$ cat config.mk
export PLATFORM = sky130hd
export DESIGN_NAME = sfar_core
export DESIGN_NICKNAME = d
export VERILOG_FILES = /design/src/logic/sfar_pkg.sv /design/src/logic/sfar_fifo.sv /design/src/logic/sfar_core.sv
export VERILOG_INCLUDE_DIRS = /design/src /design/src/logic
export SDC_FILE = /design/constraint.sdc
export NUM_CORES = 1
export LEC_CHECK = 0
export BUFFER_PORTS_ARGS = -buffer_cell sky130_fd_sc_hd__buf_2
export CORE_AREA = 2 2 141 143
export CTS_CLUSTER_SIZE = 16
export DETAILED_ROUTE_END_ITERATION = 7
export DIE_AREA = 0 0 143 145
export MAX_ROUTING_LAYER = met4
export PLACE_DENSITY = 0.87
export SLEW_MARGIN = 20
export SYNTH_ARGS = -nofsm -noshare
export SYNTH_HDL_FRONTEND = slang
export SYNTH_HIERARCHICAL = 1
export SYNTH_SLANG_ARGS = --single-unit
$ cat constraint.sdc
create_clock -name ref_clk -period 6.83 [get_ports ref_clk]
set_input_delay 1.366 -clock ref_clk [delete_from_list [all_inputs] [get_ports ref_clk]]
set_output_delay 1.366 -clock ref_clk [all_outputs]
set_load 0.05 [all_outputs]
$ cat src/logic/sfar_params.svh
// Constants of the serial flash array read front end.
`ifndef SFAR_PARAMS_SVH
`define SFAR_PARAMS_SVH

// ----------------------------------------------------------------------------
// Instruction codes
// ----------------------------------------------------------------------------
`define SFAR_CMD_PLAIN        8'h03
`define SFAR_CMD_PLAIN_WIDE   8'h13
`define SFAR_CMD_FAST         8'h0b
`define SFAR_CMD_FAST_WIDE    8'h0c
`define SFAR_CMD_TWO_OUT      8'h3b
`define SFAR_CMD_TWO_OUT_WIDE 8'h3c
`define SFAR_CMD_FOUR_OUT     8'h6b
`define SFAR_CMD_FOUR_OUT_W   8'h6c
`define SFAR_CMD_TWO_IO       8'hbb
`define SFAR_CMD_TWO_IO_WIDE  8'hbc

// ----------------------------------------------------------------------------
// Frame layout and pin codes
// ----------------------------------------------------------------------------
`define SFAR_CMD_LAST     6'd7
`define SFAR_ADDR_NARROW  6'd24
`define SFAR_ADDR_WIDE    6'd32
`define SFAR_MODE_LAST    6'd6
`define SFAR_MODE_CONT    4'ha
`define SFAR_BYTE_BITS    4'd8
`define SFAR_OE_OFF       4'hf
`define SFAR_OE_ONE       4'hd
`define SFAR_OE_TWO       4'hc
`define SFAR_OE_FOUR      4'h0
`define SFAR_ARRAY_ADDR_W 24
// Synchroniser reset: chip select high, clock low, as on an idle mode-0 link.
`define SFAR_PIN_IDLE     6'h20
`define SFAR_FIFO_DEPTH   16

`endif

$ cat src/logic/sfar_pkg.sv
// Types shared by the serial flash array read front end.
`default_nettype none
package sfar_pkg;

  // --------------------------------------------------------------------------
  // Frame phases, one-hot
  // --------------------------------------------------------------------------
  typedef enum logic [6:0] {
    ST_IDLE   = 7'b0000001,
    ST_CMD    = 7'b0000010,
    ST_ADDR   = 7'b0000100,
    ST_MODE   = 7'b0001000,
    ST_DUMMY  = 7'b0010000,
    ST_DATA   = 7'b0100000,
    ST_IGNORE = 7'b1000000
  } sfar_state_t;

  typedef enum logic [1:0] {
    LANE_ONE  = 2'b00,
    LANE_TWO  = 2'b01,
    LANE_FOUR = 2'b10
  } sfar_lane_t;

  // Decoded read command.
  typedef struct packed {
    logic       valid;
    logic       wide;
    logic       dual_in;
    sfar_lane_t lanes;
    logic       lat0;
    logic       lat3;
  } sfar_cfg_t;

endpackage : sfar_pkg

`default_nettype wire

$ cat src/logic/sfar_fifo.sv
// Byte prefetch FIFO between the array port and the output shifter.
`timescale 1ns/10ps
`default_nettype none

module sfar_fifo #(
  parameter int W = 8,
  parameter int D = 16
) (
  // Clock and reset
  input  wire logic         ref_clk,
  input  wire logic         reset_n,
  input  wire logic         flush,
  // Fill side
  input  wire logic         in_valid,
  output logic              in_ready,
  input  wire logic [W-1:0] in_data,
  // Drain side
  output logic              out_valid,
  input  wire logic         out_ready,
  output logic [W-1:0]      out_data
);

  localparam int PW = (D > 1) ? $clog2(D) : 1;
  localparam int CW = $clog2(D + 1);

  logic [W-1:0]  mem_reg [D];
  logic [PW-1:0] wr_reg, wr_next, rd_reg, rd_next;
  logic [CW-1:0] cnt_reg, cnt_next;
  logic          push, pop;

  function automatic logic [PW-1:0] bump(input logic [PW-1:0] p);
    return (p == PW'(D - 1)) ? '0 : p + 1'b1;
  endfunction : bump

  assign in_ready  = (cnt_reg != CW'(D));
  assign out_valid = (cnt_reg != '0);
  assign out_data  = mem_reg[rd_reg];
  assign push      = in_valid && in_ready && !flush;
  assign pop       = out_ready && out_valid && !flush;

  // ---------------------------------------------------------------------------
  // Pointers; a flush drops everything, including a word arriving with it.
  // ---------------------------------------------------------------------------
  always_comb begin
    wr_next  = push ? bump(wr_reg) : wr_reg;
    rd_next  = pop ? bump(rd_reg) : rd_reg;
    cnt_next = cnt_reg + CW'(push) - CW'(pop);
    if (flush) begin
      wr_next  = '0;
      rd_next  = '0;
      cnt_next = '0;
    end
  end

  always_ff @(posedge ref_clk) begin
    if (!reset_n) begin
      wr_reg  <= '0;
      rd_reg  <= '0;
      cnt_reg <= '0;
    end else begin
      wr_reg  <= wr_next;
      rd_reg  <= rd_next;
      cnt_reg <= cnt_next;
    end
  end

  // Storage needs no reset; it is only read below the fill count.
  always_ff @(posedge ref_clk) begin
    if (push) begin
      mem_reg[wr_reg] <= in_data;
    end
  end

endmodule : sfar_fifo

`default_nettype wire

$ cat src/logic/sfar_core.sv
// Array read front end of a serial NOR flash, sampled on the system clock.
`timescale 1ns/10ps
`default_nettype none
`include "sfar_params.svh"

// Summary of operation
// RULE1 - Plain read: 3-byte address, or 4-byte if address length set; 13h always 4.
// RULE2 - Plain read returns data on the single output line, no dummy cycles.
// RULE3 - Reads start at any byte; address advances after every byte.
// RULE4 - After the top array byte the address wraps to zero and continues.
// RULE5 - Fast read uses the same address length choice; 0Ch always 4 bytes.
// RULE6 - Fast read inserts latency-two dummy cycles; data line ignored meanwhile.
// RULE7 - Host keeps the clock at or below 133 MHz for fast reads.
// RULE8 - Two-line output read: 3 or 4 byte address; 3Ch always 4.
// RULE9 - Two-line reads drive two bits per clock on IO1/IO0 at falling edges.
// RULE10 - Two and four line output reads insert latency-three dummy cycles.
// RULE11 - Four-line output read: 3 or 4 byte address; 6Ch always 4.
// RULE12 - Four-line read drives one nibble per clock at falling edges.
// RULE13 - Two-line address read: 3 or 4 byte address, two bits per clock.
// RULE14 - Host keeps the clock at or below 133 MHz for two-line address reads.
// RULE15 - Frame: instruction, address, four mode clocks, latency-two dummies, data.
// RULE16 - Mode upper nibble A keeps continuous mode; next frame starts at address.
// RULE17 - Any other mode value leaves continuous mode at chip select rise.
// RULE18 - A mode reset frame also leaves continuous mode.
// RULE19 - Only the mode upper nibble matters; lower nibble ignored.
// RULE20 - Host releases IO lines before the first data falling edge.
// RULE21 - Host should not end a frame inside mode or dummy cycles.
// RULE22 - Address top bit is 23 in 3-byte mode, 31 in 4-byte mode.
// RULE23 - Chip select high ends a read at any point of the data phase.
// RULE24 - Address bits above 23 are ignored.
// RULE25 - Instruction bits on rising edges; dummies counted falling to falling.
// RULE26 - Outputs stay released with chip select high and before data.
// RULE27 - Bytes leave most significant first; address taken most significant first.
module sfar_core
  import sfar_pkg::*;
#(
  parameter int ADDR_W = `SFAR_ARRAY_ADDR_W,
  parameter int FIFO_D = `SFAR_FIFO_DEPTH
) (
  // Clock and reset
  input  wire logic              ref_clk,
  input  wire logic              reset_n,
  // Serial link pins
  input  wire logic              spi_sck,
  input  wire logic              spi_cs_n,
  input  wire logic [3:0]        io_in,
  output logic      [3:0]        io_out,
  output logic      [3:0]        io_oe_n,
  // Configuration
  input  wire logic              volatile_config_two_addr_wide,
  input  wire logic [3:0]        volatile_config_two_latency,
  input  wire logic [3:0]        volatile_config_three_latency,
  // Status
  output logic                   execute_in_place_active,
  // Array port
  output logic      [ADDR_W-1:0] arr_addr,
  output logic                   arr_rd,
  input  wire logic [7:0]        arr_rdata
);

  // ---------------------------------------------------------------------------
  // Pin synchronisers
  // ---------------------------------------------------------------------------
  logic [5:0] meta_reg, sync_reg;
  logic       sck_d_reg, cs_d_reg;
  logic       sck_s, cs_s, rise, fall;

  // Two flops on every pin; only the second stage feeds logic.
  always_ff @(posedge ref_clk) begin
    if (!reset_n) begin
      meta_reg  <= `SFAR_PIN_IDLE;
      sync_reg  <= `SFAR_PIN_IDLE;
      sck_d_reg <= 1'b0;
      cs_d_reg  <= 1'b1;
    end else begin
      meta_reg  <= {spi_cs_n, spi_sck, io_in};
      sync_reg  <= meta_reg;
      sck_d_reg <= sck_s;
      cs_d_reg  <= cs_s;
    end
  end

  assign sck_s = sync_reg[4];
  assign cs_s  = sync_reg[5];
  assign rise  = sck_s && !sck_d_reg && !cs_s;
  assign fall  = !sck_s && sck_d_reg && !cs_s;

  // ---------------------------------------------------------------------------
  // Command decode
  // ---------------------------------------------------------------------------
  function automatic sfar_cfg_t decode(input logic [7:0] c);
    sfar_cfg_t r;
    r       = '0;
    r.valid = 1'b1;
    case (c)
      `SFAR_CMD_PLAIN:        r.lat0 = 1'b1; // RULE1 RULE2
      `SFAR_CMD_PLAIN_WIDE: begin
        r.lat0 = 1'b1;
        r.wide = 1'b1; // RULE1
      end
      `SFAR_CMD_FAST:         r.wide = 1'b0;
      `SFAR_CMD_FAST_WIDE:    r.wide = 1'b1; // RULE5
      `SFAR_CMD_TWO_OUT, `SFAR_CMD_TWO_OUT_WIDE: begin
        r.lanes = LANE_TWO;
        r.lat3  = 1'b1; // RULE10
        r.wide  = c[2]; // RULE8
      end
      `SFAR_CMD_FOUR_OUT, `SFAR_CMD_FOUR_OUT_W: begin
        r.lanes = LANE_FOUR;
        r.lat3  = 1'b1; // RULE10
        r.wide  = c[2]; // RULE11
      end
      `SFAR_CMD_TWO_IO, `SFAR_CMD_TWO_IO_WIDE: begin
        r.lanes   = LANE_TWO;
        r.dual_in = 1'b1; // RULE13
        r.wide    = c[2];
      end
      default:                r.valid = 1'b0;
    endcase
    return r;
  endfunction : decode

  // ---------------------------------------------------------------------------
  // Frame sequencer, output shifter and array fetch
  // ---------------------------------------------------------------------------
  sfar_state_t       state_reg, state_next;
  sfar_cfg_t         cfg_reg, cfg_next, dec;
  logic [31:0]       sh_reg, sh_next, sh_in;
  logic [5:0]        cnt_reg, cnt_next, in_w, lat;
  logic              cont_reg, cont_next, mode_ok_reg, mode_ok_next;
  logic [7:0]        dout_reg, dout_next, byte_v;
  logic [3:0]        left_reg, left_next, lft;
  logic [3:0]        io_out_reg, io_out_next, oe_n_reg, oe_n_next;
  logic              fetch_en_reg, fetch_en_next, rd_pend_reg, arr_rd_next;
  logic [ADDR_W-1:0] addr_reg, addr_next;
  logic              flush, pop, launch, fifo_in_ready, fifo_out_valid;
  logic [7:0]        fifo_out_data;
  logic              dual_now;

  assign dual_now = ((state_reg == ST_ADDR) || (state_reg == ST_MODE)) && cfg_reg.dual_in;
  assign in_w     = dual_now ? 6'd2 : 6'd1;
  assign sh_in    = dual_now ? {sh_reg[29:0], sync_reg[1:0]} : {sh_reg[30:0], sync_reg[0]};
  assign dec      = decode(sh_in[7:0]);
  assign lat      = cfg_reg.lat0 ? 6'd0 :
                    {2'b00, cfg_reg.lat3 ? volatile_config_three_latency
                                         : volatile_config_two_latency}; // RULE6 RULE10

  always_comb begin
    state_next    = state_reg;
    cfg_next      = cfg_reg;
    sh_next       = sh_reg;
    cnt_next      = cnt_reg;
    cont_next     = cont_reg;
    mode_ok_next  = mode_ok_reg;
    dout_next     = dout_reg;
    left_next     = left_reg;
    io_out_next   = io_out_reg;
    oe_n_next     = oe_n_reg;
    fetch_en_next = fetch_en_reg;
    addr_next     = addr_reg;
    flush         = 1'b0;
    pop           = 1'b0;
    launch        = 1'b0;
    byte_v        = dout_reg;
    lft           = left_reg;
    // One fetch in flight at most, so a FIFO slot is always free for it.
    arr_rd_next   = fetch_en_reg && !arr_rd && !rd_pend_reg && fifo_in_ready;
    if (arr_rd) begin
      addr_next = addr_reg + 1'b1; // RULE3 RULE4
    end
    if (cs_s) begin
      // Frame over: release the lines and stop prefetching.
      state_next    = ST_IDLE; // RULE23
      oe_n_next     = `SFAR_OE_OFF; // RULE26
      fetch_en_next = 1'b0;
      if (!cs_d_reg) begin
        cont_next    = mode_ok_reg; // RULE16 RULE17 RULE18
        mode_ok_next = 1'b0;
      end
    end else if (state_reg == ST_IDLE) begin
      // A continuous frame skips the instruction byte.
      state_next = cont_reg ? ST_ADDR : ST_CMD; // RULE16
      cnt_next   = '0;
    end else if (rise) begin
      case (state_reg)
        ST_CMD: begin
          sh_next  = sh_in; // RULE25
          cnt_next = cnt_reg + 1'b1;
          if (cnt_reg == `SFAR_CMD_LAST) begin
            cfg_next      = dec;
            cfg_next.wide = dec.wide || volatile_config_two_addr_wide; // RULE1 RULE5 RULE8 RULE11 RULE13
            state_next    = dec.valid ? ST_ADDR : ST_IGNORE;
            cnt_next      = '0;
          end
        end
        ST_ADDR: begin
          sh_next  = sh_in; // RULE27
          cnt_next = cnt_reg + in_w;
          if ((cnt_reg + in_w) == (cfg_reg.wide ? `SFAR_ADDR_WIDE : `SFAR_ADDR_NARROW)) begin
            // High address bits simply fall off the array width.
            addr_next     = sh_in[ADDR_W-1:0]; // RULE22 RULE24
            flush         = 1'b1;
            fetch_en_next = 1'b1;
            arr_rd_next   = 1'b0;
            left_next     = '0;
            cnt_next      = '0;
            state_next    = cfg_reg.dual_in ? ST_MODE : ST_DUMMY; // RULE15
          end
        end
        ST_MODE: begin
          sh_next  = sh_in;
          cnt_next = cnt_reg + in_w;
          if (cnt_reg == `SFAR_MODE_LAST) begin
            mode_ok_next = (sh_in[7:4] == `SFAR_MODE_CONT); // RULE19
            cnt_next     = '0;
            state_next   = ST_DUMMY;
          end
        end
        default: cnt_next = cnt_reg;
      endcase
    end else if (fall) begin
      case (state_reg)
        ST_DUMMY: begin
          // The falling edge after the last dummy already carries data.
          if (cnt_reg == lat) begin // RULE25
            state_next = ST_DATA;
            launch     = 1'b1;
          end else begin
            cnt_next = cnt_reg + 1'b1; // RULE6
          end
        end
        ST_DATA: launch = 1'b1; // RULE9 RULE12
        default: cnt_next = cnt_reg;
      endcase
    end
    if (launch) begin
      if (left_reg == '0) begin
        byte_v = fifo_out_data;
        pop    = 1'b1;
        lft    = `SFAR_BYTE_BITS;
      end
      // Most significant bits leave first on every lane width.
      case (cfg_reg.lanes)
        LANE_TWO: begin
          io_out_next = {2'b00, byte_v[7:6]}; // RULE9 RULE27
          oe_n_next   = `SFAR_OE_TWO;
          dout_next   = {byte_v[5:0], 2'b00};
          left_next   = lft - 4'd2;
        end
        LANE_FOUR: begin
          io_out_next = byte_v[7:4]; // RULE12
          oe_n_next   = `SFAR_OE_FOUR;
          dout_next   = {byte_v[3:0], 4'h0};
          left_next   = lft - 4'd4;
        end
        default: begin
          io_out_next = {2'b00, byte_v[7], 1'b0}; // RULE2
          oe_n_next   = `SFAR_OE_ONE;
          dout_next   = {byte_v[6:0], 1'b0};
          left_next   = lft - 4'd1;
        end
      endcase
    end
  end

  always_ff @(posedge ref_clk) begin
    if (!reset_n) begin
      state_reg    <= ST_IDLE;
      cfg_reg      <= '0;
      sh_reg       <= '0;
      cnt_reg      <= '0;
      cont_reg     <= 1'b0;
      mode_ok_reg  <= 1'b0;
      dout_reg     <= '0;
      left_reg     <= '0;
      io_out_reg   <= '0;
      oe_n_reg     <= `SFAR_OE_OFF;
      fetch_en_reg <= 1'b0;
      addr_reg     <= '0;
      arr_rd       <= 1'b0;
      rd_pend_reg  <= 1'b0;
    end else begin
      state_reg    <= state_next;
      cfg_reg      <= cfg_next;
      sh_reg       <= sh_next;
      cnt_reg      <= cnt_next;
      cont_reg     <= cont_next;
      mode_ok_reg  <= mode_ok_next;
      dout_reg     <= dout_next;
      left_reg     <= left_next;
      io_out_reg   <= io_out_next;
      oe_n_reg     <= oe_n_next;
      fetch_en_reg <= fetch_en_next;
      addr_reg     <= addr_next;
      arr_rd       <= arr_rd_next;
      rd_pend_reg  <= arr_rd && !flush;
    end
  end

  assign io_out                  = io_out_reg;
  assign io_oe_n                 = oe_n_reg;
  assign arr_addr                = addr_reg;
  assign execute_in_place_active = cont_reg;

  // ---------------------------------------------------------------------------
  // Prefetch buffer; a full buffer holds back the array reads.
  // ---------------------------------------------------------------------------
  sfar_fifo #(
    .W (8),
    .D (FIFO_D)
  ) u_fifo (
    .ref_clk   (ref_clk),
    .reset_n   (reset_n),
    .flush     (flush),
    .in_valid  (rd_pend_reg),
    .in_ready  (fifo_in_ready),
    .in_data   (arr_rdata),
    .out_valid (fifo_out_valid),
    .out_ready (pop),
    .out_data  (fifo_out_data)
  );
endmodule : sfar_core

`default_nettype wire

==> qor.csv, run 1 <==
stage,metric,value,unit
detailed_routing,routed vias/inst,6.15,
placed_design,buffers added on ports,56,
worst_setup_path,Worst Setup End Kind,flip-flop,
worst_setup_path,Top Family by Delay on Critical Path,adder cells,
sta,Tcrit/Tclk final,87.5,%
worst_setup_path,CP Launch Type,flip-flop,
worst_setup_path,FF-to-FF path depth,22,
pwr,Tot Pwr,2.91,mW
clock_tree,later-pin clock latency in the skew report,0.53,ns
logic_synthesis,ys flop type,edfxtp_1,
pwr,leakage,4.41,nW
floorplanning,Rows,51,
floorplanning,Starting Density,59.7,%
floorplanning,Die ar.,20700,sq um
detailed_routing,Iter 0 DRT Violations,725,
worst_setup_path,critical path class,flip-flop to flip-flop,
detailed_routing,Initial DRT Pass Iterations,5,
sta,Slew Limit Fails,0,
run,max_cap viols,0,
sta,Worst Clk Skew,0.0117,ns
worst_hold_path,HP Class,flip-flop to flip-flop,
worst_setup_path,Critical-path top delay cell,xnor2_1,
detailed_routing,DR WL/cell,19.6,um
worst_setup_path,critical path's most frequent cell,ha_1,
global_route,first-pass GRT wire length,40500,um
logic_synthesis,"Distinct cells, synth",76,
finish,post-layout util,66.0,%
worst_setup_path,worst path cell trace,xnor2_1 > nor3_4 > inv_2 > ha_1 > ha_1 > inv_1 > o41ai_2 > a21boi_1 > or4_4 > mux2i_4 > nand3_2 > buf_4 > clkinv_2 > and3b_1 > ha_1 > inv_1 > ha_1 > fa_1 > a21oi_1 > nor2_1 > or3_1 > a21oi_1,
global_route,Global Route Usage Sum,25.1,%
global_route,grt met3 use,3.70,%
clock_tree,root buffer cell,clkbuf_16,
logic_synthesis,Synth top area share,33.5,%
placed_design,Place WS,0.928,ns
sta,min cycle time layout,5.97,ns
sta,max frequency,167,MHz
sta,Slew headroom,37.4,%
pwr,Power per Cell Area,229,nW/um^2
pwr,maximum VDD drop,249,uV
logic_synthesis,register bit total from synthesis,244,
worst_setup_path,Reg-to-Reg Start,state_reg[2],
clock_tree,number of CTS-inserted buffers,25,
logic_synthesis,cell taking the most area after synthesis,edfxtp_1,
clock_tree,CTS hold repair buffers,0,
clock_tree,Post-CTS Repair Setup Buffers,0,
worst_hold_path,min-delay src,meta_reg[5],
detailed_routing,Routed Antenna Nets,0,
logic_synthesis,"Cell Area, Synth",11500,sq um
worst_setup_path,"slowest stage delay, CP",0.74,ns
worst_setup_path,Worst Path Max Fanout,33,
sta,RSZ-0062 raised after global routing,no,
logic_synthesis,register area share after synthesis,53.8,%
floorplanning,Core Box Area,19200,sq um
finish,layout cells sized above 1,16.7,%
clock_tree,TritonCTS clock tree,done,
worst_setup_path,Critical Path RT,7.28,ns
floorplanning,number of top-level pins,59,
finish,most common library cell in the layout ignoring fill and taps,edfxtp_1,
global_route,gr ovfl total,0,
global_route,met1 Usage GRT,34.1,%
sta,TNS Setup,0,ns
finish,most frequent cells in the layout,"edfxtp_1 (128), dfxtp_1 (115), nor2_1 (102), nand2_1 (85), buf_2 (56)",
global_route,routing usage on met2,40.0,%
logic_synthesis,ys async rst share,0,%
finish,max reg flops,128,
worst_setup_path,Reg-to-Reg End,u_fifo/cnt_reg[4],
sta,Final Hold Fails,0,
detailed_routing,routed via count,8103,
sta,Worst-Margin Slew,0.939,ns
global_route,Top Usage Layer GRT,met2,
clock_tree,CTS H-tree depth,1,
placed_design,RD Place Congestion,0.923,
finish,Total Nets Final,1084,
sta,final worst slack,0.856,ns
logic_synthesis,syn nets,1049,
worst_setup_path,CP arrival,6.42,ns
logic_synthesis,Syn Area/Cell,11.5,sq um
finish,synth-to-layout area growth,10.6,%
global_route,largest net degree at the start of global routing,76,
logic_synthesis,synthesis warning total,6,
global_route,initial antenna violation count,0,
clock_tree,clk buf depth,3,
detailed_routing,DRC Markers,0,
detailed_routing,Routed WL,25800,um
sta,setup violators final,0,
worst_hold_path,Hold Path End,sync_reg[5],
logic_synthesis,Post-Syn Instances,1001,
clock_tree,post-CTS sizing,0,
logic_synthesis,Post-synth EDFFs,128,
global_route,vias in the first global route,7692,
logic_synthesis,Synth area leaders,"edfxtp_1 (34%), dfxtp_1 (20%), mux4_2 (6.3%)",
floorplanning,Die Width,143,um
worst_hold_path,Min-Delay Path Depth,1,
clock_tree,clk slew on worst S/H paths,0.06,ns
finish,diode count,0,
floorplanning,die span in y,145,um
worst_setup_path,worst path bufs/invs,5,
outcome,status,"finished, final reports clean",
clock_tree,# clock sinks,244,
placed_design,post-DP HPWL,16200,um
worst_setup_path,R2R Setup Slk,0.86,ns
==> stage by stage <==
stage	instances	hold slack, ns	area (sq um)
floorplan	1001	0.386	11500
global placement	1274	0.394	11900
detailed placement	1274	0.397	11900
CTS	1317	0.411	12700
global route	1317	0.431	12700
finish	1317	0.406	12700
==> per-layer routing <==
layer	vias up	part of all wire (%)
met2	324	49
met1	3958	42
met5	-	0
met3	41	6.2
met4	0	2.0
li1	3780	-
==> cell families (layout without fill, tap and decap cells) <==
family / count (synthesis) / count (layout) / share of synthesized area [%]
compound gates: 185 / 185 / 12.0
xor+xnor: 37 / 37 / 2.83
fa+ha+maj: 23 / 23 / 2.58
buf+inv: 90 / 141 / 3.35
flops: 244 / 244 / 53.8
mux: 74 / 74 / 10.1
simple gates: 348 / 348 / 15.4
==> power breakdown <==
group | switching (mW) | leakage [nW] | internal [mW] | total [mW]
Clock | 0.548 | 0.378 | 0.767 | 1.31
Combinational | 0.0343 | 1.94 | 0.0127 | 0.0471
Sequential | 0.00395 | 2.09 | 1.54 | 1.55
Total | 0.586 | 4.41 | 2.32 | 2.91
==> area by class of cell <==
| type | count | area (sq um) |
|---|---|---|
| fillers | 1367 | 6530 |
| flip-flops and latches | 244 | 6170 |
| multi-input cells | 667 | 4920 |
| clock buffers | 32 | 672 |
| repair buffers | 65 | 348 |
| well taps | 265 | 332 |
| inverters | 33 | 125 |
| clock inverters | 11 | 110 |
==> cells in the mapped netlist, drive strengths merged, types with 18 or more instances <==
library cell / count
a211oi: 51
a21oi: 37
a22oi: 18
and2: 31
buf: 22
clkbuf: 35
dfxtp: 116
edfxtp: 128
ha: 22
inv: 32
mux2i: 35
mux4: 32
nand2: 85
nand3: 31
nor2: 102
o21ai: 21
xnor2: 30
==> how the worst max path moves through the flow <==
stage                  from                end  slack (ns)  cells after the start
6_report       state_reg[2]  u_fifo/cnt_reg[4]        0.86                     22
5_1_grt        state_reg[2]  u_fifo/cnt_reg[4]        0.58                     22
4_1_cts        state_reg[2]  u_fifo/cnt_reg[4]        0.90                     22
3_5_place_dp   state_reg[2]  u_fifo/cnt_reg[4]        0.93                     22
3_3_place_gp   state_reg[2]  u_fifo/cnt_reg[4]        1.08                     22
2_1_floorplan  state_reg[2]  u_fifo/cnt_reg[4]        1.19                     26
==> worst reg2reg max path, cell delays in order, from the launching register on <==
cell	delay [ns]
dfxtp_1	0.38
xnor2_1	0.74
nor3_4	0.17
inv_2	0.59
ha_1	0.42
ha_1	0.19
inv_1	0.06
o41ai_2	0.08
a21boi_1	0.16
or4_4	0.55
mux2i_4	0.21
nand3_2	0.09
buf_4	0.22
clkinv_2	0.07
and3b_1	0.28
ha_1	0.32
inv_1	0.04
ha_1	0.20
fa_1	0.42
a21oi_1	0.19
nor2_1	0.07
or3_1	0.35
a21oi_1	0.14
(Power assumes the default switching activity.)
==> run 2: changes to the inputs <==
- CORE_AREA: 2 2 141 143 -> 2 2 118 206
- DIE_AREA: 0 0 143 145 -> 0 0 120 208
- GPL_TIMING_DRIVEN: default -> 0
- PLACE_DENSITY: 0.87 -> 0.75
==> qor.csv, run 2 (same netlist as run 1, synthesis figures left out) <==
stage,metric,value,unit,change
global_route,initial antenna violation count,0,,unchanged
sta,Worst-Margin Slew,0.999,ns,was 0.939 ns
clock_tree,root buffer cell,clkbuf_16,,unchanged
pwr,Power per Cell Area,224,nW/um^2,was 229 nW/um^2
placed_design,Cells after DPL,1361,,"was 1,274"
sta,min cycle time layout,6.34,ns,was 5.97 ns
worst_setup_path,crit path from,cfg_reg[4],,was state_reg[2]
finish,diode count,0,,unchanged
clock_tree,number of CTS-inserted buffers,23,,was 25
global_route,grt met3 use,2.17,%,was 3.70%
floorplanning,Starting Density,49.3,%,was 59.7%
pwr,Comb pwr share,1.8,%,was 1.6%
pwr,Sw Share,20.6,%,was 20.1%
global_route,Global Route Usage Sum,22.1,%,was 25.1%
outcome,status,"finished, final reports clean",,unchanged
global_route,largest net degree at the start of global routing,17,,was 76
finish,max reg flops,128,,unchanged
worst_setup_path,Critical Path RT,7.26,ns,was 7.28 ns
finish,register area,6170,sq um,about the same
worst_setup_path,R2R Setup Slk,0.49,ns,was 0.86 ns
worst_setup_path,critical path class,flip-flop to flip-flop,,unchanged
sta,RSZ-0062 raised after global routing,no,,unchanged
detailed_routing,Routed Antenna Nets,0,,unchanged
sta,Slew Limit Fails,0,,unchanged
clock_tree,CTS hold repair buffers,0,,unchanged
placed_design,buffers added on ports,56,,unchanged
sta,final worst slack,0.491,ns,was 0.856 ns
sta,Worst Clk Skew,0.0232,ns,was 0.0117 ns
detailed_routing,DRC Markers,0,,unchanged
floorplanning,Core Box Area,23200,sq um,"was 19,200 sq um"
placed_design,RD Place Congestion,0.936,,was 0.923
pwr,leakage,4.46,nW,was 4.41 nW
detailed_routing,Iter 0 DRT Violations,554,,was 725
detailed_routing,routed via count,8096,,"was 8,103"
pwr,internal power,2.29,mW,was 2.32 mW
sta,TNS Setup,0,ns,unchanged
clock_tree,clk buf depth,3,,unchanged
detailed_routing,DR WL/cell,19.2,um,was 19.6 um
global_route,gr ovfl total,0,,unchanged
finish,post-layout util,55.4,%,was 66.0%
worst_hold_path,HP Class,flip-flop to flip-flop,,unchanged
pwr,maximum VDD drop,205,uV,was 249 uV
pwr,P_sw,0.595,mW,was 0.586 mW
worst_setup_path,Reg-to-Reg End,u_fifo/cnt_reg[4],,unchanged
floorplanning,die span in y,208,um,was 145 um
sta,Final Hold Fails,0,,unchanged
clock_tree,later-pin clock latency in the skew report,0.52,ns,was 0.53 ns
floorplanning,number of top-level pins,59,,unchanged
detailed_routing,routed vias/inst,5.78,,was 6.15
sta,Tcrit/Tclk final,92.8,%,was 87.5%
finish,synth-to-layout area growth,12.3,%,was 10.6%
worst_hold_path,min-delay src,meta_reg[5],,unchanged
finish,Finished Layout Cells,1400,,"was 1,317"
pwr,clock power share,44.7,%,was 45.2%
clock_tree,clk slew on worst S/H paths,0.07,ns,was 0.06 ns
worst_hold_path,Hold Path End,sync_reg[5],,unchanged
sta,setup violators final,0,,unchanged
placed_design,Place WS,0.0753,ns,was 0.928 ns
pwr,Flop pwr share,53.5,%,was 53.2%
clock_tree,CTS H-tree depth,1,,unchanged
detailed_routing,Initial DRT Pass Iterations,7,,was 5
floorplanning,Die Width,120,um,was 143 um
run,max_cap viols,0,,unchanged
global_route,met1 Usage GRT,21.8,%,was 34.1%
worst_setup_path,CP arrival,6.77,ns,was 6.42 ns
global_route,Top Usage Layer GRT,met2,,unchanged
worst_hold_path,Min-Delay Path Depth,1,,unchanged
worst_setup_path,Worst Path Max Fanout,19,,was 33
finish,most frequent cells in the layout,"edfxtp_1 (128), dfxtp_1 (116), nor2_1 (102), nand2_1 (85), buf_2 (62)",,"was edfxtp_1 (128), dfxtp_1 (115), nor2_1 (102), nand2_1 (85), buf_2 (56)"
global_route,first-pass GRT wire length,42500,um,"was 40,500 um"
detailed_routing,Routed WL,26900,um,"was 25,800 um"
global_route,vias in the first global route,8070,,"was 7,692"
floorplanning,Die ar.,25000,sq um,"was 20,700 sq um"
finish,area of the multi-input gates,4920,sq um,about the same
finish,Total Nets Final,1129,,"was 1,084"
finish,FILL cells,2001,,"was 1,367"
floorplanning,Rows,74,,was 51
finish,most common library cell in the layout ignoring fill and taps,edfxtp_1,,unchanged
sta,Min Hold Slack,0.429,ns,was 0.406 ns
sta,Slew headroom,33.3,%,was 37.4%
global_route,routing usage on met2,41.9,%,was 40.0%
worst_setup_path,Reg-to-Reg Start,cfg_reg[4],,was state_reg[2]
worst_setup_path,FF-to-FF path depth,24,,was 22
clock_tree,TritonCTS clock tree,done,,unchanged
finish,layout cells sized above 1,16.4,%,was 16.7%
clock_tree,# clock sinks,244,,unchanged
worst_setup_path,CP Launch Type,flip-flop,,unchanged
sta,max frequency,158,MHz,was 167 MHz
placed_design,post-DP HPWL,20200,um,"was 16,200 um"
worst_setup_path,Worst Setup End Kind,flip-flop,,unchanged
==> run 2: cell count changes in the layout (fill, tap and decap cells not counted), sizes merged <==
| cell | change |
|---|---|
| clkbuf | +28 |
| buf | +12 |
| clkinvlp | +2 |
| bufinv | +1 |
| inv | +1 |
==> run 2: repair_timing <==
action                                  4_1_cts  5_1_grt
buffers inserted                              0        0
endpoints found under the setup margin        0        1
resized for setup                             0        1
==> run 2: final cells by class <==
type	count	area share [%]
Sequential cell	244	47.9
Clock buffer	25	4.53
Clock inverter	15	1.29
Multi-Input combinational cell	667	38.2
Buffer	56	1.98
Timing Repair Buffer	56	2.18
Tap cell	304	2.95
Inverter	33	0.972
==> run 2: worst max path at each step <==
| stage | endpoint | slack (ns) | cells past startpoint |
|---|---|---|---|
| final | u_fifo/cnt_reg[4] | 0.49 | 24 |
| after global routing | u_fifo/cnt_reg[4] | 0.18 | 24 |
| after CTS | u_fifo/cnt_reg[4] | 0.04 | 26 |
| after detailed placement | u_fifo/cnt_reg[4] | 0.08 | 26 |
| after global placement | u_fifo/cnt_reg[4] | 0.21 | 26 |
| after floorplan | u_fifo/cnt_reg[4] | 1.19 | 26 |
==> run 2: per-layer routing <==
| layer | part of all wire (%) | routed length [um] |
|---|---|---|
| met1 | 35 | 9410 |
| met2 | 56 | 15100 |
| met3 | 3.5 | 945 |
| met4 | 5.3 | 1430 |
| met5 | 0 | 0 |
==> run 2: worst max-delay path, stage by stage, from the launching register on <==
cell and delay (ns):
dfxtp_1 0.48, or4b_4 0.54, nor3_4 0.37, inv_2 0.14
buf_2 0.31, ha_1 0.34, ha_1 0.21, inv_1 0.08
o41a_1 0.26, nor3b_1 0.11, or4_4 0.52, mux2i_4 0.22
nand3_2 0.18, clkinv_2 0.21, buf_4 0.26, and3b_1 0.21
buf_6 0.13, ha_1 0.26, inv_1 0.03, ha_1 0.21
fa_1 0.41, a21oi_1 0.19, nor2_1 0.07, or3_1 0.34
a21oi_1 0.15
==> run 2: metrics by stage <==
step / cell area (sq um) / total power, mW
6_report: 12900 / 2.89
5_1_grt: 12900 / 2.97
4_1_cts: 12900 / 2.91
3_5_place_dp: 12100 / 1.63
3_3_place_gp: 12100 / 1.63
2_1_floorplan: 11500 / 1.60
==> run 2: power by group through the flow <==
stage	Sequential, mW	Combinational, mW	Clock, mW
2_1_floorplan	1.58	0.0241	0
3_3_place_gp	1.58	0.0507	0
3_5_place_dp	1.58	0.0523	0
4_1_cts	1.55	0.0525	1.31
5_1_grt	1.54	0.0570	1.37
6_report	1.55	0.0515	1.29
